$ cat src/verilog/hfc_pkg.sv
// Shared constants for the fast clock request controller.
// Assumes a single 10 MHz system clock; all times become cycle counts of it.
`default_nettype none

package hfc_pkg;

  // System clock period in picoseconds (10 MHz)
  localparam int CLK_PERIOD_PS = 100000;
  // Picoseconds per microsecond and per nanosecond
  localparam int PS_PER_US = 1000000;
  localparam int PS_PER_NS = 1000;

  // Width of every latency and start-up counter
  localparam int TIMER_W = 12;

  // Least whole number of cycles covering a time, never below one
  function automatic int cycles_up(input int time_ps);
    int n;
    n = (time_ps + CLK_PERIOD_PS - 1) / CLK_PERIOD_PS;
    return (n < 1) ? 1 : n;
  endfunction

  // Wake-up latencies, in microseconds as characterised
  localparam int APP_IDLE_NORMAL_US = 23;
  localparam int APP_IDLE_CONSTLAT_US = 10;
  localparam int NET_IDLE_NORMAL_US = 15;
  localparam int NET_IDLE_CONSTLAT_US = 7;
  localparam int NET_FORCE_OFF_RELEASE_US = 20;
  localparam int APP_OFF_WAKE_US = 38;
  // Hardware event to interconnect event, in picoseconds (62.5 ns)
  localparam int HW_EVENT_DELAY_PS = 62500;

  // The same latencies as cycle counts
  localparam logic [TIMER_W-1:0] APP_IDLE_NORMAL_CYC =
    TIMER_W'(cycles_up(APP_IDLE_NORMAL_US * PS_PER_US));
  localparam logic [TIMER_W-1:0] APP_IDLE_CONSTLAT_CYC =
    TIMER_W'(cycles_up(APP_IDLE_CONSTLAT_US * PS_PER_US));
  localparam logic [TIMER_W-1:0] NET_IDLE_NORMAL_CYC =
    TIMER_W'(cycles_up(NET_IDLE_NORMAL_US * PS_PER_US));
  localparam logic [TIMER_W-1:0] NET_IDLE_CONSTLAT_CYC =
    TIMER_W'(cycles_up(NET_IDLE_CONSTLAT_US * PS_PER_US));
  localparam logic [TIMER_W-1:0] NET_FORCE_OFF_RELEASE_CYC =
    TIMER_W'(cycles_up(NET_FORCE_OFF_RELEASE_US * PS_PER_US));
  localparam logic [TIMER_W-1:0] APP_OFF_WAKE_CYC =
    TIMER_W'(cycles_up(APP_OFF_WAKE_US * PS_PER_US));
  localparam int HW_EVENT_DELAY_CYC = cycles_up(HW_EVENT_DELAY_PS);

  // Latency timer slots
  localparam int TMR_APP_IDLE = 0;
  localparam int TMR_NET_IDLE = 1;
  localparam int TMR_NET_START = 2;
  localparam int TMR_APP_WAKE = 3;
  localparam int TMR_COUNT = 4;

  // Core indices
  localparam int CORE_APP = 0;
  localparam int CORE_NET = 1;

  // Clock rates in MHz (audio in kHz)
  localparam int SRC_128_MHZ = 128;
  localparam int SRC_64_MHZ = 64;
  localparam int SRC_192_MHZ = 192;
  localparam int APP_CPU_MHZ = 128;
  localparam int NET_CPU_MHZ = 64;
  localparam int FLASH_IF_MHZ = 192;
  localparam int USB_MHZ = 48;
  localparam int PERIPH_HI_MHZ = 64;
  localparam int PERIPH_MID_MHZ = 32;
  localparam int PERIPH_LO_MHZ = 16;
  localparam int AUDIO_LOW_KHZ = 11289;
  localparam int AUDIO_HIGH_KHZ = 12288;

  // Oscillator sequencer states
  typedef enum logic [2:0] {
    OSC_OFF,
    OSC_START,
    OSC_RUN,
    OSC_SWITCH,
    OSC_GATE
  } hfc_osc_state_type;

endpackage

`default_nettype wire

$ cat src/verilog/hfc_clock_request_control.sv
// Fast clock request controller: per-core request gathering, shared source
// sequencing with glitch-free source change, start tasks and wake latencies.
// Assumes all inputs are synchronous to clk_sys and tasks are one-cycle pulses.
`timescale 1ns/1ns
`default_nettype none

module hfc_clock_request_control #(
  parameter int NUM_CORES = 2,          // Cores with a local controller
  parameter int REQS_PER_CORE = 4,      // Requesters inside each core
  parameter int INT_START_CYCLES = 8,   // Internal oscillator settle time
  parameter int XO_START_CYCLES = 20    // Crystal power-up plus count time
) (
  input wire logic clk_sys,
  input wire logic rst,
  input wire logic systemOn,
  input wire logic [NUM_CORES*REQS_PER_CORE-1:0] coreRequests,
  input wire logic [NUM_CORES-1:0] fastClockStartTask,
  input wire logic [NUM_CORES-1:0] fastClockStopTask,
  input wire logic [NUM_CORES-1:0] fastSourceSelect,
  input wire logic keepRunning,
  input wire logic audioStartTask,
  input wire logic audioStopTask,
  input wire logic audioInUse,
  input wire logic audioBandHigh,
  input wire logic [NUM_CORES-1:0] irqEnableShared,
  input wire logic appIdleExit,
  input wire logic appConstLatency,
  input wire logic netIdleExit,
  input wire logic netConstLatency,
  input wire logic netCoreForceOff,
  input wire logic offWakeup,
  input wire logic [NUM_CORES-1:0] hwEvent,
  output logic [NUM_CORES-1:0] coreClockRequest,
  output logic [NUM_CORES-1:0] fastClockStartedEvent,
  output logic [NUM_CORES-1:0] startedIrq,
  output logic fastClockRunning,
  output logic fastClockOnCrystal,
  output logic internalOscOn,
  output logic crystalOscOn,
  output logic appCpuClockEn,
  output logic netCpuClockEn,
  output logic flashIfClockEn,
  output logic usbClockEn,
  output logic periphClockHiEn,
  output logic periphClockMidEn,
  output logic periphClockLoEn,
  output logic audioClockEn,
  output logic audioRateHigh,
  output logic appCpuResume,
  output logic netCpuResume,
  output logic netCpuStart,
  output logic appCpuStart,
  output logic [NUM_CORES-1:0] interconnectEvent
);

  // Refuse shapes the logic cannot serve
  if (NUM_CORES < 2) begin : gChkCores
    $error("NUM_CORES must cover the application and network cores");
  end
  if (REQS_PER_CORE < 1) begin : gChkReqs
    $error("REQS_PER_CORE must be at least one");
  end
  if (INT_START_CYCLES < 1 || INT_START_CYCLES >= (1 << hfc_pkg::TIMER_W) ||
      XO_START_CYCLES < 1 || XO_START_CYCLES >= (1 << hfc_pkg::TIMER_W)) begin : gChkOsc
    $error("Oscillator start times must fit the start-up counter");
  end
  if (hfc_pkg::SRC_64_MHZ % hfc_pkg::PERIPH_MID_MHZ != 0 ||
      hfc_pkg::SRC_64_MHZ % hfc_pkg::PERIPH_LO_MHZ != 0) begin : gChkRates
    $error("Peripheral clocks must divide the 64 MHz source");
  end

  // Oscillator settle counts at counter width
  localparam logic [hfc_pkg::TIMER_W-1:0] INT_START_CNT = hfc_pkg::TIMER_W'(INT_START_CYCLES);
  localparam logic [hfc_pkg::TIMER_W-1:0] XO_START_CNT = hfc_pkg::TIMER_W'(XO_START_CYCLES);

  // Per-core request level, hold from start task, and crystal choice of hold
  logic [NUM_CORES-1:0] coreReq_q;
  logic [NUM_CORES-1:0] hold_q;
  logic [NUM_CORES-1:0] holdXo_q;
  // Pending started event and the source it waits for
  logic [NUM_CORES-1:0] pending_q;
  logic [NUM_CORES-1:0] pendXo_q;
  // Audio start hold
  logic audioHold_q;
  // Sequencer state, current source (1 = crystal) and settle counter
  hfc_pkg::hfc_osc_state_type state_q;
  logic src_q;
  logic [hfc_pkg::TIMER_W-1:0] oscCnt_q;
  // Previous force-off level, for release detection
  logic forceOffPrev_q;
  // Combined demand terms
  logic audioActive;
  logic needClock;
  logic wantXo;
  logic gateOpen;

  // Settle count for the given source
  function automatic logic [hfc_pkg::TIMER_W-1:0] startCount(input logic xo);
    return xo ? XO_START_CNT : INT_START_CNT;
  endfunction

  // Audio keeps running while held by its task or used by a peripheral
  assign audioActive = audioHold_q | audioInUse;
  // Demand reaches the source only in powered-on state
  assign needClock = systemOn & (|coreReq_q | |hold_q | keepRunning | audioActive);
  // Crystal only when a start task chose it or audio needs it
  assign wantXo = |(hold_q & holdXo_q) | audioActive;
  // Clock tree is fed only while the source is settled
  assign gateOpen = (state_q inside {hfc_pkg::OSC_RUN, hfc_pkg::OSC_SWITCH}) & systemOn;

  // Per-core request gathering
  for (genvar c = 0; c < NUM_CORES; c++) begin : gCore
    // Any local requester raises this core's request
    always_ff @(posedge clk_sys or posedge rst) begin
      if (rst) begin
        coreReq_q[c] <= 1'b0;
      end else begin
        coreReq_q[c] <= |coreRequests[c*REQS_PER_CORE +: REQS_PER_CORE];
      end
    end

    // Start task holds the source; stop releases it, start wins a tie
    always_ff @(posedge clk_sys or posedge rst) begin
      if (rst) begin
        hold_q[c] <= 1'b0;
        holdXo_q[c] <= 1'b0;
      end else if (fastClockStartTask[c]) begin
        hold_q[c] <= 1'b1;
        holdXo_q[c] <= fastSourceSelect[c];
      end else if (fastClockStopTask[c]) begin
        hold_q[c] <= 1'b0;
      end
    end

    // One started event per run of triggers, for the last trigger
    always_ff @(posedge clk_sys or posedge rst) begin
      if (rst) begin
        pending_q[c] <= 1'b0;
        pendXo_q[c] <= 1'b0;
        fastClockStartedEvent[c] <= 1'b0;
        startedIrq[c] <= 1'b0;
      end else if (fastClockStartTask[c]) begin
        // Retrigger restarts the wait, no event this cycle
        pending_q[c] <= 1'b1;
        pendXo_q[c] <= fastSourceSelect[c];
        fastClockStartedEvent[c] <= 1'b0;
        startedIrq[c] <= 1'b0;
      end else if (pending_q[c] && gateOpen && (src_q || !pendXo_q[c])) begin
        // Settled on the chosen source or a more accurate one
        pending_q[c] <= 1'b0;
        fastClockStartedEvent[c] <= 1'b1;
        startedIrq[c] <= irqEnableShared[c];
      end else begin
        fastClockStartedEvent[c] <= 1'b0;
        startedIrq[c] <= 1'b0;
      end
    end

    // Hardware event forwarded to the interconnect one cycle later
    always_ff @(posedge clk_sys or posedge rst) begin
      if (rst) begin
        interconnectEvent[c] <= 1'b0;
      end else begin
        interconnectEvent[c] <= hwEvent[c];
      end
    end
  end

  // Requests as seen by the shared subsystem
  assign coreClockRequest = coreReq_q;

  // Audio start hold, released by stop
  always_ff @(posedge clk_sys or posedge rst) begin
    if (rst) begin
      audioHold_q <= 1'b0;
    end else if (audioStartTask) begin
      audioHold_q <= 1'b1;
    end else if (audioStopTask) begin
      audioHold_q <= 1'b0;
    end
  end

  // Shared source sequencer
  always_ff @(posedge clk_sys or posedge rst) begin
    if (rst) begin
      state_q <= hfc_pkg::OSC_OFF;
      src_q <= 1'b0;
      oscCnt_q <= '0;
    end else begin
      unique case (state_q)
        // Idle: start the wanted source on demand
        hfc_pkg::OSC_OFF: begin
          if (needClock) begin
            src_q <= wantXo;
            oscCnt_q <= startCount(wantXo);
            state_q <= hfc_pkg::OSC_START;
          end
        end
        // Settling: restart if the wanted source changes
        hfc_pkg::OSC_START: begin
          if (!needClock) begin
            state_q <= hfc_pkg::OSC_OFF;
          end else if (wantXo != src_q) begin
            src_q <= wantXo;
            oscCnt_q <= startCount(wantXo);
          end else if (oscCnt_q <= 1) begin
            oscCnt_q <= '0;
            state_q <= hfc_pkg::OSC_RUN;
          end else begin
            oscCnt_q <= oscCnt_q - 1'b1;
          end
        end
        // Running: watch for withdrawal or a source change
        hfc_pkg::OSC_RUN: begin
          if (!needClock) begin
            state_q <= hfc_pkg::OSC_OFF;
          end else if (wantXo != src_q) begin
            oscCnt_q <= startCount(wantXo);
            state_q <= hfc_pkg::OSC_SWITCH;
          end
        end
        // New source warms while the old one still feeds the tree
        hfc_pkg::OSC_SWITCH: begin
          if (!needClock) begin
            state_q <= hfc_pkg::OSC_OFF;
          end else if (wantXo == src_q) begin
            state_q <= hfc_pkg::OSC_RUN;
          end else if (oscCnt_q <= 1) begin
            // Gate closes and the source flips together
            oscCnt_q <= '0;
            src_q <= wantXo;
            state_q <= hfc_pkg::OSC_GATE;
          end else begin
            oscCnt_q <= oscCnt_q - 1'b1;
          end
        end
        // One dead cycle with the tree gated, then reopen, or go off if demand is gone
        hfc_pkg::OSC_GATE: begin
          state_q <= needClock ? hfc_pkg::OSC_RUN : hfc_pkg::OSC_OFF;
        end
      endcase
    end
  end

  // Source status flags; both oscillators run during a switch
  always_ff @(posedge clk_sys or posedge rst) begin
    if (rst) begin
      fastClockRunning <= 1'b0;
      fastClockOnCrystal <= 1'b0;
      internalOscOn <= 1'b0;
      crystalOscOn <= 1'b0;
    end else begin
      fastClockRunning <= gateOpen;
      fastClockOnCrystal <= src_q;
      internalOscOn <= (state_q != hfc_pkg::OSC_OFF) &&
                       (!src_q || (state_q == hfc_pkg::OSC_SWITCH && !wantXo));
      crystalOscOn <= (state_q != hfc_pkg::OSC_OFF) &&
                      (src_q || (state_q == hfc_pkg::OSC_SWITCH && wantXo));
    end
  end

  // Core clock gates: application core clocks from the 128/192/64 sources
  always_ff @(posedge clk_sys or posedge rst) begin
    if (rst) begin
      appCpuClockEn <= 1'b0;
      flashIfClockEn <= 1'b0;
      usbClockEn <= 1'b0;
      periphClockHiEn <= 1'b0;
      periphClockMidEn <= 1'b0;
      periphClockLoEn <= 1'b0;
    end else begin
      appCpuClockEn <= gateOpen & coreReq_q[hfc_pkg::CORE_APP];
      flashIfClockEn <= gateOpen & coreReq_q[hfc_pkg::CORE_APP];
      // USB needs crystal accuracy
      usbClockEn <= gateOpen & src_q & coreReq_q[hfc_pkg::CORE_APP];
      periphClockHiEn <= gateOpen & coreReq_q[hfc_pkg::CORE_APP];
      periphClockMidEn <= gateOpen & coreReq_q[hfc_pkg::CORE_APP];
      periphClockLoEn <= gateOpen & coreReq_q[hfc_pkg::CORE_APP];
    end
  end

  // Network core clock and audio clock gates
  always_ff @(posedge clk_sys or posedge rst) begin
    if (rst) begin
      netCpuClockEn <= 1'b0;
      audioClockEn <= 1'b0;
      audioRateHigh <= 1'b0;
    end else begin
      netCpuClockEn <= gateOpen & coreReq_q[hfc_pkg::CORE_NET];
      // Audio clock only ever comes from the crystal
      audioClockEn <= gateOpen & src_q & audioActive;
      audioRateHigh <= audioBandHigh;
    end
  end

  // Force-off level history
  always_ff @(posedge clk_sys or posedge rst) begin
    if (rst) begin
      forceOffPrev_q <= 1'b1;
    end else begin
      forceOffPrev_q <= netCoreForceOff;
    end
  end

  // Wake latency timers: trigger, load value, count and pulse
  logic [hfc_pkg::TMR_COUNT-1:0] tmrTrig;
  logic [hfc_pkg::TIMER_W-1:0] tmrLoad [hfc_pkg::TMR_COUNT];
  logic [hfc_pkg::TIMER_W-1:0] tmrCnt_q [hfc_pkg::TMR_COUNT];
  logic [hfc_pkg::TMR_COUNT-1:0] tmrPulse_q;

  // Trigger sources and their latencies per mode
  always_comb begin
    tmrTrig[hfc_pkg::TMR_APP_IDLE] = appIdleExit;
    tmrLoad[hfc_pkg::TMR_APP_IDLE] = appConstLatency ? hfc_pkg::APP_IDLE_CONSTLAT_CYC
                                                     : hfc_pkg::APP_IDLE_NORMAL_CYC;
    tmrTrig[hfc_pkg::TMR_NET_IDLE] = netIdleExit;
    tmrLoad[hfc_pkg::TMR_NET_IDLE] = netConstLatency ? hfc_pkg::NET_IDLE_CONSTLAT_CYC
                                                     : hfc_pkg::NET_IDLE_NORMAL_CYC;
    tmrTrig[hfc_pkg::TMR_NET_START] = forceOffPrev_q & ~netCoreForceOff;
    tmrLoad[hfc_pkg::TMR_NET_START] = hfc_pkg::NET_FORCE_OFF_RELEASE_CYC;
    tmrTrig[hfc_pkg::TMR_APP_WAKE] = offWakeup;
    tmrLoad[hfc_pkg::TMR_APP_WAKE] = hfc_pkg::APP_OFF_WAKE_CYC;
  end

  // Each timer pulses exactly its load count of cycles after its trigger
  for (genvar t = 0; t < hfc_pkg::TMR_COUNT; t++) begin : gTimer
    always_ff @(posedge clk_sys or posedge rst) begin
      if (rst) begin
        tmrCnt_q[t] <= '0;
        tmrPulse_q[t] <= 1'b0;
      end else if (tmrTrig[t]) begin
        // A new trigger restarts the wait
        tmrCnt_q[t] <= tmrLoad[t];
        tmrPulse_q[t] <= 1'b0;
      end else if (tmrCnt_q[t] == 1) begin
        tmrCnt_q[t] <= '0;
        tmrPulse_q[t] <= 1'b1;
      end else begin
        tmrCnt_q[t] <= (tmrCnt_q[t] == 0) ? tmrCnt_q[t] : tmrCnt_q[t] - 1'b1;
        tmrPulse_q[t] <= 1'b0;
      end
    end
  end

  // Wake pulses straight from the timer flip-flops
  assign appCpuResume = tmrPulse_q[hfc_pkg::TMR_APP_IDLE];
  assign netCpuResume = tmrPulse_q[hfc_pkg::TMR_NET_IDLE];
  assign netCpuStart = tmrPulse_q[hfc_pkg::TMR_NET_START];
  assign appCpuStart = tmrPulse_q[hfc_pkg::TMR_APP_WAKE];

endmodule // hfc_clock_request_control

`default_nettype wire

$ cat config.mk
export PLATFORM = sky130hd
export DESIGN_NAME = hfc_clock_request_control
export DESIGN_NICKNAME = d
export VERILOG_FILES = /design/src/verilog/hfc_pkg.sv /design/src/verilog/hfc_clock_request_control.sv
export SDC_FILE = /design/constraint.sdc
export NUM_CORES = 1
export LEC_CHECK = 0
export CAP_MARGIN = 10
export CORE_MARGIN = 1
export CORE_UTILIZATION = 55
export CTS_CLUSTER_SIZE = 12
export DETAILED_ROUTE_END_ITERATION = 10
export DONT_BUFFER_PORTS = 1
export PLACE_DENSITY = 0.78
export SKIP_CTS_REPAIR_TIMING = 1
export SLEW_MARGIN = 20
export SYNTH_ARGS = -nofsm -noshare
export SYNTH_HDL_FRONTEND = slang
export SYNTH_SLANG_ARGS = --single-unit
$ cat constraint.sdc
create_clock -name clk_sys -period 5.4 [get_ports clk_sys]
set_clock_uncertainty 0.2 [all_clocks]
set_input_delay 0.54 -clock clk_sys [delete_from_list [all_inputs] [get_ports clk_sys]]
set_output_delay 0.54 -clock clk_sys [all_outputs]
set_load 0.01 [all_outputs]
# == Word level (Yosys, flattened, before mapping) ==
# Cells that the tools add are included.
# totals
regBits,93
inputBits,32
out_inout_bits,25
elab_cells,189
# op_classes
add_sub_neg,5
n_lt_le_gt_ge,1
eq_ne,26
mux,68
bitwise_logic,15
reduce_logical,38
# ops
op,count
12-bit 2-to-1 mux,20
12-bit by 1-bit subtractor with 12-bit output (second input constant),5
12-bit by 1-bit equality test with 1-bit output (second input constant),4
12-bit zero test,4
12-bit one-hot mux with 4 select lines,1
1-bit 2-to-1 mux,32
3-bit 2-to-1 mux,9
3-bit inequality test (second input constant),6
8-bit 2-to-1 mux,2
3-bit one-hot mux with 5 select lines,1
2-bit inequality test (second input constant),7
7-bit AND reduction,2
12-bit by 1-bit <= comparator with 1-bit output (second input constant),1
2-bit nonzero test,6
1-bit AND,8
1-bit logical AND,8
4-bit OR reduction,2
3-bit by 2-bit equality test with 1-bit output (second input constant),2
3-bit nonzero test,2
2-bit OR reduction,3
5-bit 2-to-1 mux,1
1-bit bitwise OR,5
5-bit AND reduction,1
1-bit zero test,4
14 further kinds,17

# == Longest topological paths before layout ==
# depth
ltp_word,7
depth_mapped,8
ltp_nobuf,7

# == Worst setup path after synthesis ==
# OpenSTA, ideal clock, no wires.
# synth_timing
kind,input-to-reg
startpoint,input port audioInUse
endpoint,register oscCnt_q[5] in the netlist's numbering
setup_ps,126
t_arrival_ps,2019
t_required_ps,5074
path_slack_ps,3055
stages,5
n_path_buf,0
cell_sequence,or4_1 -> o41ai_4 -> a2111o_1 -> nor2_2 -> a221o_1
# synth_via
elab_chain_len,6
elab_cells_between_ends,16
classes_between,eq/ne (8); mux (3); bitwise (4); reduce/logical (1)
# synth_lines
element,line_no,source
from (decl),hfc_clock_request_control.sv:23,"input wire logic audioInUse,"
1-bit bitwise OR (*),hfc_clock_request_control.sv:103,assign audioActive = audioHold_q | audioInUse;
1-bit bitwise OR,hfc_clock_request_control.sv:107,assign wantXo = |(hold_q & holdXo_q) | audioActive;
1-bit inequality test,"hfc_clock_request_control.sv:203, hfc_clock_request_control.sv:217",
12-bit 2-to-1 mux,hfc_clock_request_control.sv:203,end else if (wantXo != src_q) begin
12-bit 2-to-1 mux,hfc_clock_request_control.sv:201,if (!needClock) begin
12-bit one-hot mux with 4 select lines,hfc_clock_request_control.sv:190,unique case (state_q)
to (signal assigned),hfc_clock_request_control.sv:195,oscCnt_q <= startCount(wantXo);
to (signal assigned),hfc_clock_request_control.sv:205,oscCnt_q <= startCount(wantXo);
to (signal assigned),hfc_clock_request_control.sv:218,oscCnt_q <= startCount(wantXo);
to (decl),hfc_clock_request_control.sv:88,logic [hfc_pkg::TIMER_W-1:0] oscCnt_q;
# Every way passes the cells marked *; elsewhere a longest branch is shown, timed or not. The select of a mux whose other input is x is not followed.
# A chain may end at the register's enable or synchronous reset.

# == Worst setup path after layout ==
# layout_timing
startpoint,register hold_q[0]
endpoint,register oscCnt_q[10] in the netlist's numbering
# layout_via
elab_chain_len,7
elab_cells_between_ends,20
classes_between,eq/ne (8); mux (3); bitwise (6); reduce/logical (3)
# layout_lines
element,line_no,source
from (decl),hfc_clock_request_control.sv:78,logic [NUM_CORES-1:0] hold_q;
"from (signal, indexed assignment)",hfc_clock_request_control.sv:125,hold_q[c] <= 1'b0;
"from (signal, indexed assignment)",hfc_clock_request_control.sv:128,hold_q[c] <= 1'b1;
"from (signal, indexed assignment)",hfc_clock_request_control.sv:131,hold_q[c] <= 1'b0;
2-bit OR reduction / 2-bit AND (equally long branches),"hfc_clock_request_control.sv:105, hfc_clock_request_control.sv:107",
1-bit bitwise OR / 2-bit OR reduction (equally long branches),"hfc_clock_request_control.sv:105, hfc_clock_request_control.sv:107",
"1-bit bitwise OR, on equally long branches","hfc_clock_request_control.sv:105, hfc_clock_request_control.sv:107",
1-bit bitwise OR / 1-bit inequality test (equally long branches),"hfc_clock_request_control.sv:105, hfc_clock_request_control.sv:203, hfc_clock_request_control.sv:217",
1-bit AND / 12-bit 2-to-1 mux (equally long branches),"hfc_clock_request_control.sv:105, hfc_clock_request_control.sv:203",
2-bit inequality test (no source line) / 12-bit 2-to-1 mux (equally long branches),--,
7-bit AND reduction (no source line) / 12-bit one-hot mux with 4 select lines (equally long branches),--,
to (signal assigned),hfc_clock_request_control.sv:195,
to (signal assigned),hfc_clock_request_control.sv:205,
to (signal assigned),hfc_clock_request_control.sv:210,oscCnt_q <= oscCnt_q - 1'b1;
# Several ways; a longest one is shown, not always the timed one. The select of a mux whose other input is x is not followed.

==> metrics.md <==
| Metric | Value |
|---|---|
| FFs w/ async S/R, synth | `1.00` |
| Flops & latches, synth | `93` |
| Worst slew pin tran | `0.876 ns` |
| Max Buffers Root-to-Sink | `2` |
| Final Wtd Congestion | `0.847` |
| Delay-heaviest family, CP | `compound AO/OA/AOI/OAI gates` |
| Routing usage on met2 | `0.335` |
| Final core utilization | `0.618` |
| Commonest non-fill, non-tap cell in the layout | `dfrtp_1` |
| DP HPWL | `6430 µm` |
| Setup repair after global routing missed its margin | `no` |
| CP max-delay cell | `or4_1` |
| Most frequent cells in the layout | `dfrtp_1 (92), nor2_1 (59), nand2_1 (28)` |
| Cell Area, Synth | `4770 µm²` |
| Netlist cell types | `68` |
| Hold WC Path Type | `input pin to flop` |
| Initial Utilization | `0.575` |
| Crit Path Max Fanout | `17` |
| Fin crit period | `2.66 ns` |
| Number of CTS-inserted buffers | `9` |
| Via density | `5.99` |
| Total chip power | `2.02 mW` |
| Detailed-route via count | `3533` |
| Die height | `95.1 µm` |
| Initial drt markers | `189` |
| Status | `finished clean` |
| Final count of hold timing violations | `0` |
| Pwr Density | `394 nW/µm²` |
| F_max | `376 MHz` |
| Worst Setup End Kind | `flop` |
| CP bufs+invs | `0` |
| Number of global-route vias before repair | `3259` |
| Core outline area | `8300 µm²` |
| Clock root buffer | `clkbuf_8` |
| Clk_lat worst skew | `0.38 ns` |
| Post-synthesis area per instance | `10.0 µm²` |
| Share of post-route cells with drive strength above 1 | `0.0701` |
| Syn Inst Count | `476` |
| Largest net degree at the start of global routing | `57` |
| Num Clock Sinks | `93` |
| Met1 GRT Util | `0.280` |
| Remaining Overflow, GRT | `0` |
| Crit share post-route | `0.493` |
| Number of nets in the layout | `526` |
| CP required | `5.45 ns` |
| Synth warnings | `0` |
| Max-cap violation count | `0` |
| Grt met3 use | `0.0447` |
| IO Pins | `57` |
| Peak VDD IR | `0.158 mV` |
| Final Max Slew Viols | `0` |
| Routed wire per std cell | `15.7 µm` |
| CP Launch Type | `flop` |
| Busiest grt layer | `met2` |
| Diodes inserted | `0` |
| DR pass1 iterations | `4` |
| IO Port Bufs | `0` |
| Static leakage | `2.21 nW` |
| Setup TNS | `0 ns` |
| Chain of cells forming the critical path | `or4_1 > o41ai_4 > a2111o_1 > or2_0 > o21ai_0` |
| Total routed wirelength | `9240 µm` |
| FP Rows | `33` |
| Crit Path Category | `flop to flop` |
| Post-synth EDFFs | `0` |
| Area Overhead vs Synth | `7.45%` |
| Worst Path Arrival | `2.71 ns` |
| Seq/Total Area, Yosys | `0.488` |
| DRC | `0` |
| Syn nets | `522` |
| Final-report setup violation count | `0` |
| Tot GR Track Use | `0.214` |
| ANT nets after route | `0` |
| Post-synth top flop | `dfrtp_1` |
| Global-route wire length before repair | `15000 µm` |
| Slew HR | `0.410` |
| CTS tree | `done` |
| Die ar. | `9050 µm²` |
| CTS clk-pin slew, worst paths | `0.09 ns` |
| CP max stage delay | `0.57 ns` |
| Initial antenna violation count | `0` |
| Die W | `95.1 µm` |
| H-tree levels | `3` |
[where the power goes]
group	total [mW]	internal (mW)	switching, mW
combinational	0.545	0.233	0.312
sequential	0.939	0.800	0.139
clock	0.535	0.268	0.267
total	2.02	1.30	0.718
[state kept, by name (all words and copies together) (netlist names), 2 cells and up]
signal                 count
pendXo_q                   2
pending_q                  2
startedIrq                 2
hold_q                     2
coreClockRequest           2
fastClockStartedEvent      2
tmrCnt_q                  48
state_q                    3
interconnectEvent          2
oscCnt_q                  12
[cell type report]
cell class,count,area (µm²)
Clock buffer,9,124
Multi-Input combinational cell,344,2280
Tap cell,105,131
Timing Repair Buffer,7,67.6
Clock inverter,7,105
Inverter,25,95.1
Sequential cell,93,2330
Fill cell,670,3170
[stage by stage]
step | instance area, µm² | hold WS (ns) | setup WS (ns) | instances
2_1_floorplan | 4770 | 0.152 | 2.24 | 476
3_3_place_gp | 4840 | 0.275 | 2.66 | 568
3_5_place_dp | 4840 | 0.293 | 2.58 | 568
4_1_cts | 5070 | -0.0882 | 2.73 | 584
5_1_grt | 5130 | 0.0107 | 2.59 | 590
6_report | 5130 | 0.0177 | 2.74 | 590
[logic make-up (layout without fill, tap and decap cells)]
group | Yosys count | count (layout) | share of synthesized area
AO/OA/AOI/OAI | 88 | 88 | 0.138
multiplexers | 8 | 8 | 0.0178
XOR/XNOR | 35 | 35 | 0.0642
flip-flops | 93 | 93 | 0.488
AND/OR/NAND/NOR | 199 | 199 | 0.220
buffers and inverters | 39 | 48 | 0.0351
adder cells (fa/ha/maj) | 14 | 14 | 0.0367
[final timing paths]
kind	start	endpoint	slack, ns	depth (start not counted)
worst max-delay path	hold_q[0]	oscCnt_q[10]	2.74	5
worst min-delay path	appIdleExit	appCpuResume	0.02	1
worst max register to register	hold_q[0]	oscCnt_q[10]	2.74	5
worst min register to register	pending_q[1]	pending_q[1]	0.30	2
max in group asynchronous	rst	tmrCnt_q[13]	3.39	3
min in group asynchronous	rst	tmrCnt_q[1]	0.52	2
[cell usage after synthesis, drive strengths merged, types with 7 or more instances]
library cell	n	area, µm²
dfrtp	92	2300
nor2	60	228
nand2	28	105
inv	25	93.8
nor3	25	130
xor2	19	166
xnor2	16	140
a21oi	14	70.1
ha	14	175
or4	12	97.6
nand2b	11	68.8
o21ai	11	55.1
nand4	10	62.6
nand3	9	45.0
nor4	9	62.6
o31ai	9	67.6
a21o	8	60.1
buf	8	51.3
nor2b	7	43.8
o21bai	7	52.6
[routing by layer]
layer  vias up  part of all wire
met3        21             0.030
met4         0             0.024
li1       1711                 -
met1      1750              0.46
met2        51              0.49
met5         -                 0
(Power assumes the default switching activity.)
